**src/common/omr_params.svh**
```systemverilog
// offsets, field positions and reset values of the offset monitor register bank
`ifndef OMR_PARAMS_SVH
`define OMR_PARAMS_SVH

// ********************************
// register offsets
// ********************************
`define OMR_ADDR_DIFFERENTIAL_PATH_HIGH   8'h4C
`define OMR_ADDR_DIFFERENTIAL_PATH_LOW    8'h4D
`define OMR_ADDR_MIN_COUNT   8'h4E
`define OMR_ADDR_RSVD_4F     8'h4F
`define OMR_ADDR_MAX_COUNT   8'h50
`define OMR_ADDR_RSVD_51     8'h51
`define OMR_ADDR_RSVD_52     8'h52
`define OMR_ADDR_RSVD_53     8'h53
`define OMR_ADDR_CM_HIGH     8'h54
`define OMR_ADDR_CM_LOW      8'h55
`define OMR_ADDR_RSVD_56     8'h56

// ********************************
// field widths and positions
// ********************************
`define OMR_MON_W            9
`define OMR_LIMIT_W          5
`define OMR_LIMIT_MSB        4
`define OMR_LIMIT_RSVD_LSB   5
`define OMR_MON_TOP_BIT      0

// ********************************
// reset values and fixed answers
// ********************************
`define OMR_RESET_BYTE       8'h00
`define OMR_RESET_LIMIT      5'h00
`define OMR_RESET_MON        9'h000
`define OMR_UNMAPPED_READ    8'h00

`endif

```
**src/common/omr_pkg.sv**
```systemverilog
// types shared by the offset monitor register bank
package omr_pkg;

    // ********************************
    // state of the register bank
    // ********************************
    typedef struct packed {
        logic [6:0] diffHighRsvd;   // bits 7:1 of the differential high register
        logic [2:0] minRsvd;        // bits 7:5 of the lower limit register
        logic [4:0] minCount;       // lower 48 kHz count limit
        logic [7:0] rsvd4f;
        logic [2:0] maxRsvd;        // bits 7:5 of the upper limit register
        logic [4:0] maxCount;       // upper 48 kHz count limit
        logic [7:0] rsvd51;
        logic [7:0] rsvd52;
        logic [7:0] rsvd53;
        logic [6:0] cmHighRsvd;     // bits 7:1 of the common-mode high register
        logic [7:0] rsvd56;
        logic [7:0] rdData;         // registered read answer
    } omr_state_t;

    // ********************************
    // state of one monitor capture stage
    // ********************************
    typedef struct packed {
        logic [8:0] value;
    } omr_mon_state_t;

endpackage

```
**src/common/omr_mon_if.sv**
```systemverilog
// carries one registered 9-bit offset monitor code to the register bank
interface omr_mon_if;
    logic [8:0] value;   // signed code, 0.25 mV per count

    modport src (output value);
    modport dst (input value);
endinterface

```
**src/rtl/omr_regs.sv**
```systemverilog
// offset monitor readback and 48 kHz detection limit register bank
//
// Behaviour
// - differential monitor, top bit then low byte
// - monitor codes signed, quarter millivolt per count
// - common-mode monitor, same split and coding
// - writable 5-bit lower 48 kHz count limit
// - writable 5-bit upper 48 kHz count limit
`include "omr_params.svh"

module omr_regs (
    // clock and reset
    input  wire logic       mclk,
    input  wire logic       reset_n,
    // register access from the serial control port
    input  wire logic [7:0] regAddr,
    input  wire logic       regWrEn,
    input  wire logic [7:0] regWrData,
    input  wire logic       regRdEn,
    output logic      [7:0] regRdData,
    // left channel offset compensator monitor codes
    input  wire logic [8:0] diffMonitorCode,
    input  wire logic [8:0] cmMonitorCode,
    // 48 kHz detection count limits toward the rate detector
    output logic      [4:0] rate48MinCount,
    output logic      [4:0] rate48UpperLimit
);

    // ********************************
    // monitor capture stages
    // ********************************
    omr_mon_if diffMon ();
    omr_mon_if cmMon ();

    omr_mon_capture diffCapture (
        .mclk    (mclk),
        .reset_n (reset_n),
        .rawCode (diffMonitorCode),
        .mon     (diffMon)
    );

    omr_mon_capture cmCapture (
        .mclk    (mclk),
        .reset_n (reset_n),
        .rawCode (cmMonitorCode),
        .mon     (cmMon)
    );

    // ********************************
    // helpers
    // ********************************
    // high byte of a monitor: stored reserved bits above, sign-carrying top bit in bit 0
    function automatic logic [7:0] monHigh(input logic [6:0] rsvd, input logic [8:0] code);
        monHigh = {rsvd, code[8]};
    endfunction

    // low byte of a monitor: the lower eight bits of the code
    function automatic logic [7:0] monLow(input logic [8:0] code);
        monLow = code[7:0];
    endfunction

    omr_pkg::omr_state_t state_reg;
    omr_pkg::omr_state_t state_next;

    // ********************************
    // write and read decode
    // ********************************
    // codes pass untouched: two's complement, so 0x0FF reads as 63.75 mV, 0x1FF as
    // -0.25 mV and 0x100 as -64.0 mV; scaling is left to software
    always_comb begin
        state_next = state_reg;
        // writes: only the stored bits take data, monitor bits are not storage
        if (regWrEn) begin
            unique case (regAddr)
                `OMR_ADDR_DIFFERENTIAL_PATH_HIGH: state_next.diffHighRsvd = regWrData[7:1];
                `OMR_ADDR_MIN_COUNT: begin
                    state_next.minRsvd  = regWrData[7:`OMR_LIMIT_RSVD_LSB];
                    state_next.minCount = regWrData[`OMR_LIMIT_MSB:0];
                end
                `OMR_ADDR_RSVD_4F:   state_next.rsvd4f = regWrData;
                `OMR_ADDR_MAX_COUNT: begin
                    state_next.maxRsvd  = regWrData[7:`OMR_LIMIT_RSVD_LSB];
                    state_next.maxCount = regWrData[`OMR_LIMIT_MSB:0];
                end
                `OMR_ADDR_RSVD_51:   state_next.rsvd51 = regWrData;
                `OMR_ADDR_RSVD_52:   state_next.rsvd52 = regWrData;
                `OMR_ADDR_RSVD_53:   state_next.rsvd53 = regWrData;
                `OMR_ADDR_CM_HIGH:   state_next.cmHighRsvd = regWrData[7:1];
                `OMR_ADDR_RSVD_56:   state_next.rsvd56 = regWrData;
                // low monitor bytes and unmapped offsets drop the write
                default:             state_next.rdData = state_reg.rdData;
            endcase
        end
        // reads: answer one cycle after the request, holds until the next read
        if (regRdEn) begin
            unique case (regAddr)
                `OMR_ADDR_DIFFERENTIAL_PATH_HIGH:
                    state_next.rdData = monHigh(state_reg.diffHighRsvd, diffMon.value);
                `OMR_ADDR_DIFFERENTIAL_PATH_LOW:  state_next.rdData = monLow(diffMon.value);
                `OMR_ADDR_MIN_COUNT: state_next.rdData = {state_reg.minRsvd, state_reg.minCount};
                `OMR_ADDR_RSVD_4F:   state_next.rdData = state_reg.rsvd4f;
                `OMR_ADDR_MAX_COUNT: state_next.rdData = {state_reg.maxRsvd, state_reg.maxCount};
                `OMR_ADDR_RSVD_51:   state_next.rdData = state_reg.rsvd51;
                `OMR_ADDR_RSVD_52:   state_next.rdData = state_reg.rsvd52;
                `OMR_ADDR_RSVD_53:   state_next.rdData = state_reg.rsvd53;
                `OMR_ADDR_CM_HIGH:
                    state_next.rdData = monHigh(state_reg.cmHighRsvd, cmMon.value);
                `OMR_ADDR_CM_LOW:    state_next.rdData = monLow(cmMon.value);
                `OMR_ADDR_RSVD_56:   state_next.rdData = state_reg.rsvd56;
                default:             state_next.rdData = `OMR_UNMAPPED_READ;
            endcase
        end
    end

    // ********************************
    // state register
    // ********************************
    // every stored bit, reserved ones too, comes out of reset at zero
    always_ff @(posedge mclk or negedge reset_n) begin
        if (!reset_n) begin
            state_reg.diffHighRsvd <= 7'h00;
            state_reg.minRsvd      <= 3'h0;
            state_reg.minCount     <= `OMR_RESET_LIMIT;
            state_reg.rsvd4f       <= `OMR_RESET_BYTE;
            state_reg.maxRsvd      <= 3'h0;
            state_reg.maxCount     <= `OMR_RESET_LIMIT;
            state_reg.rsvd51       <= `OMR_RESET_BYTE;
            state_reg.rsvd52       <= `OMR_RESET_BYTE;
            state_reg.rsvd53       <= `OMR_RESET_BYTE;
            state_reg.cmHighRsvd   <= 7'h00;
            state_reg.rsvd56       <= `OMR_RESET_BYTE;
            state_reg.rdData       <= `OMR_RESET_BYTE;
        end else begin
            state_reg <= state_next;
        end
    end

    // ********************************
    // outputs, all straight from flip-flops
    // ********************************
    // the limits are only 5 bits wide, so the nominal counts 863 and 2479 cannot be
    // held; software loads whatever scaled value the rate detector expects
    assign rate48MinCount   = state_reg.minCount;
    assign rate48UpperLimit = state_reg.maxCount;
    assign regRdData        = state_reg.rdData;

endmodule

```
**src/rtl/omr_mon_capture.sv**
```systemverilog
// registers one offset compensator monitor code before it reaches the register bank
`include "omr_params.svh"

module omr_mon_capture (
    // clock and reset
    input  wire logic mclk,
    input  wire logic reset_n,
    // code from the offset compensator
    input  wire logic [8:0] rawCode,
    // registered code toward the register bank
    omr_mon_if.src          mon
);

    omr_pkg::omr_mon_state_t state_reg;
    omr_pkg::omr_mon_state_t state_next;

    // the code is sampled every cycle; a read sees it at most one cycle old
    always_comb begin
        state_next       = state_reg;
        state_next.value = rawCode;
    end

    // ********************************
    // state register
    // ********************************
    always_ff @(posedge mclk or negedge reset_n) begin
        if (!reset_n) begin
            state_reg.value <= `OMR_RESET_MON;
        end else begin
            state_reg <= state_next;
        end
    end

    assign mon.value = state_reg.value;

endmodule

```
**config.mk**
```make
export PLATFORM = sky130hd
export DESIGN_NAME = omr_regs
export DESIGN_NICKNAME = d
export VERILOG_FILES = /design/src/common/omr_pkg.sv /design/src/common/omr_mon_if.sv /design/src/rtl/omr_regs.sv /design/src/rtl/omr_mon_capture.sv
export VERILOG_INCLUDE_DIRS = /design/src /design/src/common
export SDC_FILE = /design/constraint.sdc
export NUM_CORES = 1
export LEC_CHECK = 0
export BUFFER_PORTS_ARGS = -buffer_cell sky130_fd_sc_hd__buf_2
export CORE_MARGIN = 4
export CORE_UTILIZATION = 54
export CTS_BUF_LIST = sky130_fd_sc_hd__clkbuf_4
export DETAILED_ROUTE_END_ITERATION = 10
export GPL_TIMING_DRIVEN = 0
export PLACE_DENSITY_LB_ADDON = 0.3
export SLEW_MARGIN = 20
export SYNTH_ARGS = -nofsm -noshare
export SYNTH_HDL_FRONTEND = slang
export SYNTH_SLANG_ARGS = --single-unit
```
**constraint.sdc**
```tcl
create_clock -name mclk -period 1.35 [get_ports mclk]
set_input_delay 0.2025 -clock mclk [delete_from_list [all_inputs] [get_ports mclk]]
set_output_delay 0.2025 -clock mclk [all_outputs]
set_load 0.005 [all_outputs]
```
==> impl_metrics.ini <==
[outcome]
status = finished with violations
violations = negative setup slack

[sta]
drv_slew = 0
final-setup-viol-count = 6
finalHoldViolations = 0
whs_ns = 0.0424
finalSetupTns_ns = -0.844
slew_headroom_pct = 64.4
clock_skew_ns = 0.0234
max_freq_mhz = 621
period_minus_slack_ns = 1.61
rsz0062_at_grt = yes
finalWorstSetupSlack_ns = -0.260
fin_crit_sh_pct = 119
tightest_slew_ns = 0.534

[critical_path]
ff2ff_path_depth = 4
path_class = register to register
slowest_stage = mux4_2
start_kind = register
slowest_delay_ns = 0.49
crit_family = compound AO/OA/AOI/OAI gates
required_ns = 1.71
r2r-start = state_reg[23]
rr_endpoint = regRdData[0]
crit_start = state_reg[23]
arrival_ns = 1.97
critical_path.max_fanout = 2
path_buf_inv = 0
r2r_setup_slack_ns = -0.26
endpoint_kind = register
path_cells = mux4_2 > a32oi_2 > o21ai_2 > a221o_1

[clocking]
clock_latency_ns = 0.47
cts_max_level = 3
cts_tree = built
cts_buffers = 9
clockBufferDepth = 2
root_buffer = clkbuf_4
cts_sinks = 96
clk_pin_slew_ns = 0.16

[place]
dp_hpwl_um = 7520
port_buffers = 54
place_congestion = 0.890
placed_cells = 492

[floorplan]
die_w_um = 100
die_height_um = 100
core-area_um2 = 8220
die-area_um2 = 10000
io_pins = 56
start_util_pct = 55.7
fp-row-count = 33

[worst_hold_path]
worst_hold_path_type = primary input to register
holdPathEnd = rate48UpperLimit[0]
hold_start = regWrData[0]
hold_depth = 2

[yosys]
synth_area_um2 = 4570
netlist_instances = 332
synth_ff_type = dfrtp_1
ys_ff_latch = 96
yosysWarnings = 0
synth_cell_types = 60
synth_top_area_cell = dfrtp_1
syn_nets = 370
synthArstFlopShare_pct = 100
yosys-top-cells-area = dfrtp_1 53%, mux2_2 18%, buf_4 3.4%, mux4_2 2.5%, nand3_4 2.3%
synth_top_area_share_pct = 52.5
yosys-top-cells-count = 96 x dfrtp_1, 74 x mux2_2, 21 x buf_4
postSynthAreaPerCell_um2 = 13.8
synth-seq-area-share_pct = 52.5
synth_enable_flop_cells = 0
synth_most_common_cell = dfrtp_1

[global_routing]
antenna_found_initial = 0
grt_max_degree = 72
grt-ovfl-total = 0
grt_usage_pct = 24.1
grt_pass1_wl_um = 18100
grt_pass1_vias = 3376

[route]
via_count = 3268
drt_first_iter_violations = 176
drtAntennaViolNets = 0
via_per_inst = 6.12
drcViolationCount = 0
finalWirelength_um = 11500
wl_per_cell_um = 21.6
dr.pass1.iters = 4

[pwr]
power_density_nw_per_um2 = 925
p_total_mw = 5.21
leakage_nw = 2.73
max-vdd-ir-drop_mv = 0.838

[layout]
n_antenna_cell = 0
final_util_pct = 68.6
drive_gt1_share_pct = 53.1
area_growth_pct = 23.3
largest_register_ffs = 60
stdcell_count = 534
final_net_count = 462

[run]
maxCapViolCount = 0
[per-layer routing]
metal / part of all wire [%] / global-route usage [%] / up-vias
met3: 7.2 / 6.95 / 29
met1: 41 / 30.8 / 1668
li1: - / - / 1426
met2: 49 / 39.5 / 145
met4: 2.6 / 8.50 / 0
met5: 0 / 0 / -
[where the power goes]
group / leakage [nW] / switching [mW] / internal, mW / total [mW]
logic: 1.37 / 0.324 / 0.315 / 0.639
clock network: 0.0743 / 1.06 / 0.444 / 1.51
registers: 1.29 / 0.0654 / 3.00 / 3.07
[layout make-up]
class,instances,area (um2)
fill,594,2580
sequential,96,2400
multi-input combinational,200,2100
timing repair buffer,90,666
buffer,24,203
tap,105,131
clock buffer,10,75.1
clock inverter,6,55.1
inverter,3,11.3
[kinds of logic (layout without fill, tap and decap cells)]
group	Yosys count	in the layout	share of synthesized area, %
flip-flops	96	96	52.5
multiplexers	86	86	22.3
AO/OA/AOI/OAI	59	59	10.4
AND/OR/NAND/NOR	55	55	8.97
buffers and inverters	36	133	5.83
[worst reg2reg max path, delay by kind of cell (launching register included)]
kind | cells | cell delay [ns]
AO/OA/AOI/OAI | 3 | 0.60
flip-flops | 1 | 0.41
multiplexers | 1 | 0.49
[through the flow]
stage	cell area (um2)	setup slack, ns
after floorplan	4650	-0.119
after global placement	5050	-0.838
after detailed placement	5090	-0.780
after CTS	5550	-0.272
after global routing	5640	-0.330
final	5640	-0.260
[how the worst max path moves through the flow]
| stage | end | depth (start not counted) |
|---|---|---|
| 2_1_floorplan | regRdData[0] | 6 |
| 3_3_place_gp | state_reg[23] | 1 |
| 3_5_place_dp | regRdData[0] | 6 |
| 4_1_cts | regRdData[0] | 4 |
| 5_1_grt | regRdData[0] | 4 |
| 6_report | regRdData[0] | 4 |
[placed cells by master (no fill, tap or decap), types with 7 or more instances in the layout]
cell type	instances
buf_6	16
nand2_1	9
clkbuf_4	12
buf_2	49
mux2_4	15
mux2_2	60
buf_4	24
nand3_4	7
dfrtp_1	96
dlygate4sd3_1	19
[what timing repair did]
| action | in CTS | in global routing |
|---|---|---|
| pin swaps | 3 | 6 |
| resized for setup | 22 | 18 |
| hold buffers | 19 | 0 |
| setup buffers | 7 | 9 |
| endpoints found under the setup margin | 33 | 34 |
| hold endpoints to repair | 114 | 0 |
| gates cloned | 0 | 0 |
No activity file was read; power rests on OpenSTA's default activity.
